## src/logic/fpim_pkg.sv

```systemverilog
package fpim_pkg;
    // Modbus function codes accepted by the server side, and its exception codes.
    localparam logic [7:0] FC_READ_HOLDING = 8'h03;
    localparam logic [7:0] FC_WRITE_MULTIPLE = 8'h10;
    localparam logic [7:0] FC_READ_WRITE_MULTIPLE = 8'h17;
    localparam logic [7:0] EXC_ILLEGAL_FUNCTION = 8'h01;
    localparam logic [7:0] EXC_ILLEGAL_ADDRESS = 8'h02;
    // Register map, in 16-bit word addresses.
    localparam logic [15:0] INPUT_AREA_BASE = 16'h0000;
    localparam logic [15:0] OUTPUT_AREA_BASE = 16'h0400;
    // Image sizes.
    localparam int IMAGE_BYTES = 20;
    localparam int IMAGE_WORDS = 10;
    localparam logic [15:0] IMAGE_WORDS_W = 16'h000a;
    localparam int IO_POINTS = 24;
    // Status byte layout.
    localparam int STATUS_BYTE = 3;
    localparam int ST_OUTPUT_ERROR = 0;
    localparam int ST_INPUT_ERROR = 1;
    localparam int ST_GENERAL_ERROR = 2;
    localparam int ST_MAINTENANCE = 3;
    localparam int ST_RUNNING = 4;
    localparam int ST_EXCHANGE = 5;
    // Transport identifiers.
    localparam logic [15:0] MODBUS_TCP_PORT = 16'h01f6;
    localparam logic [7:0] ASM_OUTPUT_INSTANCE = 8'h64;
    localparam logic [7:0] ASM_INPUT_INSTANCE = 8'h96;
endpackage

```

## src/logic/fpim_map.sv

```systemverilog
`timescale 1ns/1ps
`default_nettype none
// Function
// - Only function codes 3, 16 and 23 are served; any other code gets an exception answer.
// - The input area starts at register address 0.
// - The output area starts at register address 1024.
// - Each register word carries its high byte first and its low byte second.
// - Input number n is bit n modulo eight of input byte n divided by eight.
// - Configured output n is stored in output byte n divided by eight at bit n modulo eight.
// - Inputs 0-7, 8-15 and 16-23 occupy bits 0-7 of input bytes 0, 1 and 2.
// - Outputs 0-7, 8-15 and 16-23 occupy bits 0-7 of output bytes 0, 1 and 2.
// - Output byte 3 bits 0-4 carry output, input and general error, maintenance, running.
// - Output byte 3 bit 5 is set while data exchange with the base unit is active.
// - Each exchange carries exactly twenty bytes in each direction.
// - Modbus traffic uses TCP port 502 and needs no connection setup.
// - The scanner reads the output image through assembly instance 0x64.
// - The scanner writes the input image through assembly instance 0x96.
module fpim_map
    import fpim_pkg::*;
(
    input wire logic clock,
    input wire logic sys_rst,
    input wire logic req_valid,
    input wire logic [15:0] req_tcp_port,
    input wire logic [7:0] req_function,
    input wire logic [15:0] req_read_addr,
    input wire logic [15:0] req_read_count,
    input wire logic [15:0] req_write_addr,
    input wire logic [15:0] req_write_count,
    input wire logic [15:0] req_write_word,
    input wire logic [3:0] req_write_index,
    input wire logic req_write_strobe,
    input wire logic [3:0] rsp_word_index,
    input wire logic asm_write_valid,
    input wire logic [7:0] asm_instance,
    input wire logic [IMAGE_BYTES*8-1:0] asm_write_image,
    input wire logic [IO_POINTS-1:0] base_outputs,
    input wire logic [IO_POINTS-1:0] base_output_used,
    input wire logic output_error_led,
    input wire logic input_error_led,
    input wire logic general_error_led,
    input wire logic maintenance_message_led,
    input wire logic running_led,
    input wire logic exchange_active,
    output logic rsp_valid,
    output logic rsp_exception,
    output logic [7:0] rsp_exception_code,
    output logic [15:0] rsp_word,
    output logic [IMAGE_BYTES*8-1:0] asm_read_image,
    output logic [IMAGE_BYTES*8-1:0] base_input_image,
    output logic [IO_POINTS-1:0] base_inputs
);

    //----------------------------------------------------------------
    // Helpers
    //----------------------------------------------------------------
    // Selects byte b of an image; byte 0 holds bits 7..0.
    function automatic logic [7:0] img_byte(input logic [IMAGE_BYTES*8-1:0] img, input int b);
        img_byte = img[b*8 +: 8];
    endfunction

    // A span is legal when it is not empty and fits inside the twenty-byte area.
    function automatic logic span_ok(input logic [15:0] addr, input logic [15:0] cnt,
                                     input logic [15:0] base);
        logic [16:0] off;
        off = {1'b0, addr} - {1'b0, base};
        span_ok = (addr >= base) && (cnt != 16'h0000) && (cnt <= IMAGE_WORDS_W)
                  && ((off + {1'b0, cnt}) <= {1'b0, IMAGE_WORDS_W});
    endfunction

    typedef struct packed {
        logic rsp_valid;
        logic rsp_exception;
        logic [7:0] rsp_exception_code;
        logic rsp_read;
        logic [15:0] rsp_read_off;
        logic [15:0] wr_off;
        logic [IMAGE_BYTES*8-1:0] in_image;
        logic [IMAGE_BYTES*8-1:0] out_image;
    } fpim_state_s;

    fpim_state_s state_reg;
    fpim_state_s state_next;

    //----------------------------------------------------------------
    // Next state
    //----------------------------------------------------------------
    always_comb begin
        logic fc_ok;
        logic rd_ok;
        logic wr_ok;
        logic is_rd;
        logic is_wr;
        logic [15:0] w;
        int idx;
        fc_ok = 1'b0;
        rd_ok = 1'b0;
        wr_ok = 1'b0;
        is_rd = 1'b0;
        is_wr = 1'b0;
        w = 16'h0000;
        idx = 0;
        state_next = state_reg;
        state_next.rsp_valid = 1'b0;

        // Output area image, rebuilt every cycle from the base unit.
        state_next.out_image = '0;
        for (int n = 0; n < IO_POINTS; n++) begin
            state_next.out_image[(n / 8) * 8 + (n % 8)] =
                base_outputs[n] & base_output_used[n];
        end
        state_next.out_image[STATUS_BYTE*8 + ST_OUTPUT_ERROR] = output_error_led;
        state_next.out_image[STATUS_BYTE*8 + ST_INPUT_ERROR] = input_error_led;
        state_next.out_image[STATUS_BYTE*8 + ST_GENERAL_ERROR] = general_error_led;
        state_next.out_image[STATUS_BYTE*8 + ST_MAINTENANCE] = maintenance_message_led;
        state_next.out_image[STATUS_BYTE*8 + ST_RUNNING] = running_led;
        state_next.out_image[STATUS_BYTE*8 + ST_EXCHANGE] = exchange_active;

        // Modbus request decode; only port 502 traffic is served.
        if (req_valid && (req_tcp_port == MODBUS_TCP_PORT)) begin
            case (req_function)
                FC_READ_HOLDING: begin
                    fc_ok = 1'b1;
                    is_rd = 1'b1;
                end
                FC_WRITE_MULTIPLE: begin
                    fc_ok = 1'b1;
                    is_wr = 1'b1;
                end
                FC_READ_WRITE_MULTIPLE: begin
                    fc_ok = 1'b1;
                    is_rd = 1'b1;
                    is_wr = 1'b1;
                end
                default: begin
                    fc_ok = 1'b0;
                end
            endcase
            rd_ok = !is_rd || span_ok(req_read_addr, req_read_count, OUTPUT_AREA_BASE);
            wr_ok = !is_wr || span_ok(req_write_addr, req_write_count, INPUT_AREA_BASE);
            state_next.rsp_valid = 1'b1;
            state_next.rsp_exception = !(fc_ok && rd_ok && wr_ok);
            state_next.rsp_exception_code = !fc_ok ? EXC_ILLEGAL_FUNCTION :
                (!(rd_ok && wr_ok) ? EXC_ILLEGAL_ADDRESS : 8'h00);
            state_next.rsp_read = is_rd && fc_ok && rd_ok && wr_ok;
            state_next.rsp_read_off = req_read_addr - OUTPUT_AREA_BASE;
            state_next.wr_off = req_write_addr - INPUT_AREA_BASE;
        end

        // Data words of any write strobe that lands inside the image, high byte first; the request is not checked for acceptance.
        if (req_write_strobe) begin
            idx = int'(state_reg.wr_off) + int'(req_write_index);
            if (idx < IMAGE_WORDS) begin
                w = req_write_word;
                state_next.in_image[idx*16 +: 8] = w[15:8];
                state_next.in_image[idx*16 + 8 +: 8] = w[7:0];
            end
        end

        // Assembly write of the whole twenty-byte input image.
        if (asm_write_valid && (asm_instance == ASM_INPUT_INSTANCE)) begin
            state_next.in_image = asm_write_image;
        end

        if (sys_rst) begin
            state_next = '0;
        end
    end

    always_ff @(posedge clock) begin
        state_reg <= state_next;
    end

    //----------------------------------------------------------------
    // Outputs
    //----------------------------------------------------------------
    logic [15:0] rd_word;
    int rd_idx;
    always_comb begin
        rd_idx = int'(state_reg.rsp_read_off) + int'(rsp_word_index);
        rd_word = 16'h0000;
        if (state_reg.rsp_read && (rd_idx < IMAGE_WORDS)) begin
            rd_word = {img_byte(state_reg.out_image, rd_idx*2),
                       img_byte(state_reg.out_image, rd_idx*2 + 1)};
        end
    end

    assign rsp_valid = state_reg.rsp_valid;
    assign rsp_exception = state_reg.rsp_exception;
    assign rsp_exception_code = state_reg.rsp_exception_code;
    assign rsp_word = rd_word;
    assign asm_read_image = state_reg.out_image;
    assign base_input_image = state_reg.in_image;
    assign base_inputs = state_reg.in_image[IO_POINTS-1:0];

    //----------------------------------------------------------------
    // Assertions
    //----------------------------------------------------------------
    property p_bad_fc;
        @(posedge clock) disable iff (sys_rst)
        req_valid && req_tcp_port == MODBUS_TCP_PORT && req_function != FC_READ_HOLDING
        && req_function != FC_WRITE_MULTIPLE && req_function != FC_READ_WRITE_MULTIPLE
        |=> rsp_valid && rsp_exception && rsp_exception_code == EXC_ILLEGAL_FUNCTION;
    endproperty
    a_bad_fc: assert property (p_bad_fc) else $error("Unsupported code not refused.");

    property p_in_base;
        @(posedge clock) disable iff (sys_rst)
        req_valid && req_tcp_port == MODBUS_TCP_PORT && req_function == FC_WRITE_MULTIPLE
        && req_write_addr == INPUT_AREA_BASE && req_write_count == 16'h0001
        |=> !rsp_exception;
    endproperty
    a_in_base: assert property (p_in_base) else $error("Input base not accepted.");

    property p_out_base;
        @(posedge clock) disable iff (sys_rst)
        req_valid && req_tcp_port == MODBUS_TCP_PORT && req_function == FC_READ_HOLDING
        && req_read_addr == OUTPUT_AREA_BASE && req_read_count != 16'h0000
        && req_read_count <= IMAGE_WORDS_W
        |=> !rsp_exception ##0 (rsp_word_index != 4'h0 || rsp_word[15:8] == asm_read_image[7:0]);
    endproperty
    a_out_base: assert property (p_out_base) else $error("Output base wrong.");

    property p_word_order;
        @(posedge clock) disable iff (sys_rst)
        $past(req_write_strobe) && !$past(asm_write_valid) && $past(state_reg.wr_off) == 16'h0000
        && $past(req_write_index) == 4'h0 && !$past(sys_rst)
        |-> base_input_image[15:0] == {$past(req_write_word[7:0]), $past(req_write_word[15:8])};
    endproperty
    a_word_order: assert property (p_word_order) else $error("Byte order wrong.");

    property p_twelve;
        @(posedge clock) disable iff (sys_rst)
        $past(req_write_strobe) && !$past(asm_write_valid) && $past(state_reg.wr_off) == 16'h0000
        && $past(req_write_index) == 4'h0 && !$past(sys_rst)
        |-> base_inputs[12] == $past(req_write_word[4]);
    endproperty
    a_twelve: assert property (p_twelve) else $error("Input twelve misplaced.");

    property p_out5;
        @(posedge clock) disable iff (sys_rst)
        !$past(sys_rst) && $past(base_output_used[5])
        |-> asm_read_image[5] == $past(base_outputs[5])
        && asm_read_image[16] == ($past(base_outputs[16]) & $past(base_output_used[16]));
    endproperty
    a_out5: assert property (p_out5) else $error("Output placement wrong.");

    property p_leds;
        @(posedge clock) disable iff (sys_rst)
        !$past(sys_rst)
        |-> asm_read_image[28:24] == {$past(running_led), $past(maintenance_message_led),
            $past(general_error_led), $past(input_error_led), $past(output_error_led)};
    endproperty
    a_leds: assert property (p_leds) else $error("Indicator bits wrong.");

    property p_exch;
        @(posedge clock) disable iff (sys_rst)
        $rose(exchange_active) |=> asm_read_image[29];
    endproperty
    a_exch: assert property (p_exch) else $error("Exchange flag late.");

    property p_zero;
        @(posedge clock) disable iff (sys_rst)
        asm_read_image[31:30] == 2'b00 && asm_read_image[IMAGE_BYTES*8-1:32] == '0;
    endproperty
    a_zero: assert property (p_zero) else $error("Unused bits not zero.");

    property p_asm;
        @(posedge clock) disable iff (sys_rst)
        asm_write_valid && asm_instance == ASM_INPUT_INSTANCE
        |=> base_input_image == $past(asm_write_image);
    endproperty
    a_asm: assert property (p_asm) else $error("Assembly write lost.");

    property p_exch_fall;
        @(posedge clock) disable iff (sys_rst)
        $fell(exchange_active) |=> !asm_read_image[29];
    endproperty
    a_exch_fall: assert property (p_exch_fall) else $error("Exchange flag not cleared.");

    property p_port;
        @(posedge clock) disable iff (sys_rst)
        req_valid && req_tcp_port != MODBUS_TCP_PORT
        |=> !rsp_valid;
    endproperty
    a_port: assert property (p_port) else $error("Foreign port answered.");

    property p_span;
        @(posedge clock) disable iff (sys_rst)
        req_valid && req_tcp_port == MODBUS_TCP_PORT && req_function == FC_READ_HOLDING
        && req_read_count > IMAGE_WORDS_W
        |=> rsp_exception && rsp_exception_code == EXC_ILLEGAL_ADDRESS;
    endproperty
    a_span: assert property (p_span) else $error("Oversized read not refused.");

    property p_rst;
        @(posedge clock) disable iff (sys_rst)
        $past(sys_rst)
        |-> !rsp_valid && base_input_image == '0 && asm_read_image == '0;
    endproperty
    a_rst: assert property (p_rst) else $error("Outputs not cleared by reset.");

    c_read: cover property (@(posedge clock) rsp_valid && !rsp_exception && state_reg.rsp_read);
    c_exc: cover property (@(posedge clock) rsp_valid && rsp_exception);
    c_asm: cover property (@(posedge clock)
        asm_write_valid && asm_instance == ASM_INPUT_INSTANCE);
    c_exch: cover property (@(posedge clock) $rose(asm_read_image[29]));
    c_write: cover property (@(posedge clock) req_write_strobe && !asm_write_valid);
endmodule
`default_nettype wire

```

## config.mk

```make
export PLATFORM = sky130hd
export DESIGN_NAME = fpim_map
export DESIGN_NICKNAME = d
export VERILOG_FILES = /design/src/logic/fpim_pkg.sv /design/src/logic/fpim_map.sv
export SDC_FILE = /design/constraint.sdc
export NUM_CORES = 1
export LEC_CHECK = 0
export ABC_AREA = 1
export BUFFER_PORTS_ARGS = -buffer_cell sky130_fd_sc_hd__buf_4
export CAP_MARGIN = 15
export CORE_AREA = 2 2 272 274
export DETAILED_ROUTE_END_ITERATION = 10
export DIE_AREA = 0 0 274 276
export SETUP_SLACK_MARGIN = 0.3
export SYNTH_ARGS = -nofsm -noshare
export SYNTH_HDL_FRONTEND = slang
export SYNTH_SLANG_ARGS = --single-unit
```

## constraint.sdc

```tcl
create_clock -name clock -period 8.1 [get_ports clock]
set_input_delay 2.43 -clock clock [delete_from_list [all_inputs] [get_ports clock]]
set_output_delay 2.43 -clock clock [all_outputs]
set_load 0.02 [all_outputs]
```

### Word-level counts from Yosys, hierarchy flattened

Cells that the tools add are included.

| operators by class | value |
|---|---|
| $add $sub $neg | 10 |
| multipliers | 0 |
| div/mod/pow operators | 0 |
| order comparisons | 8 |
| equal/unequal tests | 5 |
| shift-type cells | 6 |
| mux-type cells | 15 |
| bitwise operators | 24 |
| reduce and logical (&&, ||, !) cells | 28 |

Operators by type and width:

| cell | number |
|---|---|
| 2-to-1 mux 160 bit | 3 |
| bitwise mux 160 bit | 2 |
| variable shift 8 x 33 -> 160 bit (first input constant) | 2 |
| indexed part select 8 x 33 -> 160 bit | 2 |
| indexed part select 160 x 22 -> 8 bit | 1 |
| indexed part select 160 x 23 -> 8 bit | 1 |
| 2-to-1 mux 43 bit | 1 |
| adder 16 x 4 -> 17 bit | 2 |
| <= comparator 17 x 4 -> 1 bit (second input constant) | 2 |
| less-than comparator 17 x 4 -> 1 bit (second input constant) | 2 |
| negation 21 -> 33 bit | 1 |
| negation 22 -> 33 bit | 1 |
| <= comparator 16 x 4 -> 1 bit (second input constant) | 2 |
| nonzero test 16 bit | 2 |
| AND 1 bit | 24 |
| adder 21 x 4 -> 22 bit (second input constant) | 1 |
| adder 18 x 1 -> 19 bit (second input constant) | 1 |
| adder 16 x 16 -> 17 bit | 1 |
| adder 17 x 16 -> 17 bit | 1 |
| subtractor 16 x 11 -> 17 bit (second input constant) | 1 |
| equality test 16 x 9 -> 1 bit (second input constant) | 1 |
| equality test 8 x 5 -> 1 bit (second input constant) | 2 |
| >= comparator 16 x 1 -> 1 bit (second input constant) | 1 |
| >= comparator 16 x 11 -> 1 bit (second input constant) | 1 |
| other kinds (13) | 38 |

| word-level totals | value |
|---|---|
| flip-flop bits (word level) | 363 |
| bits in latches | 0 |
| RAM bits | 0 |
| ROM bits | 0 |
| bits of input ports | 339 |
| memories kept | 0 |

### Depth between registers and ports, before layout

| depth | value |
|---|---|
| depth in word-level cells | 10 |
| gate-level depth with buffers | 28 |
| mapped depth without buffers | 27 |

### Worst setup path before layout

Ideal clock, no wire load.

| timing path | value |
|---|---|
| path type | input port to output port |
| start | input port rsp_word_index[0] |
| end | output port rsp_word[15] |
| data arrival time | 5.213 ns |
| data required time | 5.670 ns |
| slack | 0.457 ns |
| cell stages on the path | 12 |
| path buffers | 0 |
| cell sequence | ha_1 > fa_1 > a21oi_1 > o21ai_0 > nand2_1 > nor3_1 > nand2_1 > xor2_1 > o2111ai_1 > a211oi_1 > nand4_1 > a2111oi_0 |

| on the way | value |
|---|---|
| cells in the longest elaborated chain, start to end | 4 |
| elaborated cells between the ends (all ways) | 5 |
| classes of those cells | add/sub: 1; order compare: 1; shift: 1; mux: 1; reduce/logical: 1 |

RTL lines:

| element | line | RTL |
|---|---|---|
| start: declaration | fpim_map.sv:33 | `input wire logic [3:0] rsp_word_index,` |
| adder 16 x 4 -> 17 bit * | fpim_map.sv:180 | `rd_idx = int'(state_reg.rsp_read_off) + int'(rsp_word_index);` |
| branches (longest 2 deep; another with indexed part select 160 x 22 -> 8 bit) | - |  |
| 2-to-1 mux 16 bit * | fpim_map.sv:182 | `if (state_reg.rsp_read && (rd_idx < IMAGE_WORDS)) begin` |
| end: declaration | fpim_map.sv:48 | `output logic [15:0] rsp_word,` |

Mark *: on every way between the ends.

### Final worst setup path

Same ends and word-level chain as after synthesis.

==> impl_summary.md <==
STA
The setup slack after layout is 0.671 ns. The number of failing hold endpoints at the final stage was 0. The final max-slew violation count was 0. The part of the cycle the worst path needs is 91.7%. At the pin with the least slew margin, the transition time is 1.13 ns. The final-report setup violation count is 0. The maximum clock frequency is 135 MHz. After layout, the minimum clock period comes to 7.43 ns.

After routing, the total negative slack on setup checks comes to 0 ns. Setup repair after global routing left no endpoint under its margin. The setup clock skew after layout is 0.0311 ns. In this run the tightest slew margin relative to its limit is 23.9%.

Critical path
The start point of the critical path is rsp_word_index[0]. The critical path launch point type is a primary input. STA classifies the critical path endpoint as a primary output. The end of the critical path is rsp_word[15]. The critical register-to-register path startpoint is state_reg[320].

The critical path start-end classification is in -> out. Along the worst path, the maximum fanout reaches 15. The number of cells on the worst reg-to-reg path is 19. At the worst endpoint, the required time is 5.67 ns. The endpoint of the worst register-to-register path is base_input_image[82]. The reg-to-reg setup timing slack is 3.50 ns. The arrival time reported for the critical path endpoint is 5.00 ns.

Layout
The number of flip-flops under the largest register name is 160. The fraction of final layout cells with drive strength greater than 1 is 23.6%. The number of inserted filler cells in the final layout is 8,124.

The growth of design area from synthesis to finish is 23.2%. The final layout contains 3,506 nets.

Detailed routing
Dividing the detail-routed via count by the number of cells gives 4.43. The detailed router placed 18.1k vias in this run. After detailed routing, the average wire length per cell comes to 17.6 um. The count of nets left with antenna violations once routing finished came out at 0. Before antenna repair, the detailed router went through 5 iterations.

The routed design has 72.1 mm of wire. The initial DRC count is 1,362. For this run, design rule violations remaining after detail routing come to 0.

Clock tree
The clock buffer count from CTS is 30. After clock tree synthesis, the clock-pin slew on the worst setup and hold paths is 0.06 ns. The maximum root-to-sink buffer count is 3. The count of clock tree sinks is 227. Clock tree synthesis selected as its root buffer the cell sky130_fd_sc_hd__clkbuf_16. The post-CTS setup repair buffer count is 0. The clock tree from TritonCTS is built.

The later-pin clock latency in the skew report is 0.59 ns. The maximum level of the CTS H-tree is 1.

Placed design
Before CTS, the worst setup slack after placement is 0.497 ns. The number of buffer cells added on primary ports is 572. The placed wire-length estimate after detailed placement is 58.7 mm. At the end of routability-driven placement, the weighted congestion stood at 0.920.

Floorplanning
The standard cell core area is 72,600 um2. The top-level port count is 709. The vertical die dimension is 276 um.

The overall die area is 75,600 um2. The starting density of the core is 24.9%. The horizontal die dimension is 274 um.

The number of rows created at floorplan is 99.

Yosys
For this run, the number of Yosys warnings is 0. The portion of synthesized cell area occupied by the leading cell type is 25.2%. The fraction of registers with async set/reset is 0%. The sequential element share of the synthesized area is 25.2%.

In this run, synthesis inferred 0 flip-flops with an integrated enable. Yosys mapped the design onto 58 distinct sky130hd cell types. By area the synthesized netlist is led by sky130_fd_sc_hd__dfxtp_1, sky130_fd_sc_hd__buf_4, sky130_fd_sc_hd__nand2_1. The flip-flop cell with the highest count after synthesis is sky130_fd_sc_hd__dfxtp_1. Dividing the synthesized area by the synthesized cell count gives 6.44 um2. The post-synthesis cell type with the largest combined area is sky130_fd_sc_hd__dfxtp_1.

The synthesized area is 18,000 um2. The register bit count reported by yosys is 227. The number of instances in the synthesized netlist is 2,801.

Global route
The number of antenna violations at the first check in global routing is 9. Global routing used 18.1% of the available tracks. Entering global routing, the biggest net connects 96 pins. Summed over all layers, the global routing overflow is 0. The via count of the first global-routing pass is 16.8k. The first global-routing pass estimated 105 mm of wire.

Pwr
The worst-case IR drop observed on VDD is 0.152 mV. For this design the ratio of total power to cell area is 145 nW/um2. For this design the static power due to leakage is 11.3 nW.

Worst hold path
The class of the most critical hold timing path is reg -> reg.

Status
The run finished with clean final reports.

Flow run
The number of max-capacitance violations reported is 0.
## metrics by stage
stage / utilization, % / hold slack [ns] / area [um2] / total power, mW / std cells
after detailed placement: 29.1 / 0.458 / 21100 / 1.75 / 4031
after CTS: 30.6 / 0.467 / 22200 / 3.28 / 4084
final: 30.6 / 0.464 / 22200 / 3.23 / 4090
after global placement: 29.1 / 0.457 / 21100 / 1.74 / 4031
after floorplan: - / 0.446 / 18500 / 1.56 / 2936
after global routing: 30.6 / 0.489 / 22200 / 3.38 / 4089
## power breakdown
group / internal [mW] / total (mW) / switching, mW / leakage [nW]
Clock: 0.947 / 1.50 / 0.557 / 0.537
Sequential: 1.13 / 1.13 / 0.00691 / 1.83
Combinational: 0.219 / 0.593 / 0.374 / 8.89
Total: 2.29 / 3.23 / 0.937 / 11.3
## what timing repair did
action | in CTS | in global routing
endpoints found under the setup margin | 0 | 16
hold buffers | 0 | 0
resized for setup | 0 | 2
## area by class of cell
| cell class | instances | area [um2] | area share (%) |
|---|---|---|---|
| clock inverters | 12 | 223 | 1.00 |
| multi-input cells | 1936 | 9730 | 43.8 |
| well taps | 959 | 1200 | 5.40 |
| clock buffers | 41 | 883 | 3.98 |
| inverters | 320 | 1210 | 5.44 |
| diodes | 6 | 15.0 | 0.0676 |
| repair buffers | 589 | 4420 | 19.9 |
| flip-flops and latches | 227 | 4540 | 20.5 |
## routing by layer
metal	wire length [um]	global-route usage [%]
met5	54	0
met4	1860	5.41
met3	6110	4.40
met2	32200	28.5
met1	31900	24.2
## worst min path at each step
| stage | startpoint | endpoint | slack, ns | depth (start not counted) |
|---|---|---|---|---|
| finish | rsp_exception_code[1] | rsp_exception_code[1] | 0.46 | 2 |
| global route | rsp_exception_code[1] | rsp_exception_code[1] | 0.49 | 2 |
| CTS | rsp_exception_code[1] | rsp_exception_code[1] | 0.47 | 2 |
| detailed placement | rsp_exception_code[1] | rsp_exception_code[1] | 0.46 | 2 |
| global placement | base_input_image[26] | base_input_image[26] | 0.46 | 2 |
| floorplan | base_input_image[26] | base_input_image[26] | 0.45 | 2 |
## cells in the final DEF, fill, tap and decap left out, drive strengths merged, types with 2 or more instances in the layout
master / count
clkinvlp: 2
a211oi: 18
nand2: 725
o21bai: 3
clkinv: 6
clkbuf: 41
ha: 59
nor2: 308
o211ai: 38
xor2: 25
nor4: 20
a2111oi: 3
xnor2: 9
a22oi: 2
conb: 136
a32oi: 8
nand4: 76
o31ai: 2
or2: 10
a31oi: 18
nand3: 275
dfxtp: 227
a21oi: 75
nor3b: 4
bufinv: 6
inv: 318
nand3b: 3
o21ai: 55
nor3: 38
or4: 2
a221oi: 8
o311ai: 3
buf: 589
diode: 6
fa: 4
## cells by family (layout without fill, tap and decap cells)
group | Yosys count | in the layout | synth area share, %
AND/OR/NAND/NOR | 1461 | 1461 | 36.2
XOR/XNOR | 34 | 34 | 1.65
flip-flops | 227 | 227 | 25.2
buffers and inverters | 773 | 962 | 23.9
adder cells (fa/ha/maj) | 63 | 63 | 4.54
AO/OA/AOI/OAI | 242 | 242 | 8.54
other | 1 | 142 | 0.0208
## worst max-delay path, stage by stage
cell	delay, ns
sky130_fd_sc_hd__buf_4	0.11
sky130_fd_sc_hd__ha_1	0.22
sky130_fd_sc_hd__fa_1	0.41
sky130_fd_sc_hd__a21oi_1	0.15
sky130_fd_sc_hd__o21ai_1	0.12
sky130_fd_sc_hd__nand2_1	0.12
sky130_fd_sc_hd__nor3_2	0.06
sky130_fd_sc_hd__nand2_1	0.07
sky130_fd_sc_hd__xor2_1	0.15
sky130_fd_sc_hd__o2111ai_1	0.12
sky130_fd_sc_hd__a211oi_1	0.19
sky130_fd_sc_hd__nand4_1	0.11
sky130_fd_sc_hd__buf_4	0.21
sky130_fd_sc_hd__a2111oi_0	0.31
sky130_fd_sc_hd__buf_4	0.22
## synthesized netlist by cell type (all sizes together), types with 3 or more instances
| cell type | count |
|---|---|
| dfxtp | 227 |
| xor2 | 25 |
| a211oi | 18 |
| nor3b | 4 |
| a21oi | 75 |
| nand3b | 3 |
| a31oi | 18 |
| or2 | 10 |
| a32oi | 8 |
| ha | 59 |
| nor3 | 38 |
| nand2 | 725 |
| o311ai | 3 |
| o21bai | 3 |
| clkinv | 3 |
| fa | 4 |
| a2111oi | 3 |
| nand3 | 275 |
| nor2 | 308 |
| clkbuf | 74 |
| a221oi | 8 |
| nand4 | 76 |
| nor4 | 20 |
| o21ai | 55 |
| inv | 317 |
| o211ai | 38 |
| xnor2 | 9 |
| buf | 379 |
Note: power is estimated with default switching activity, not from simulation.
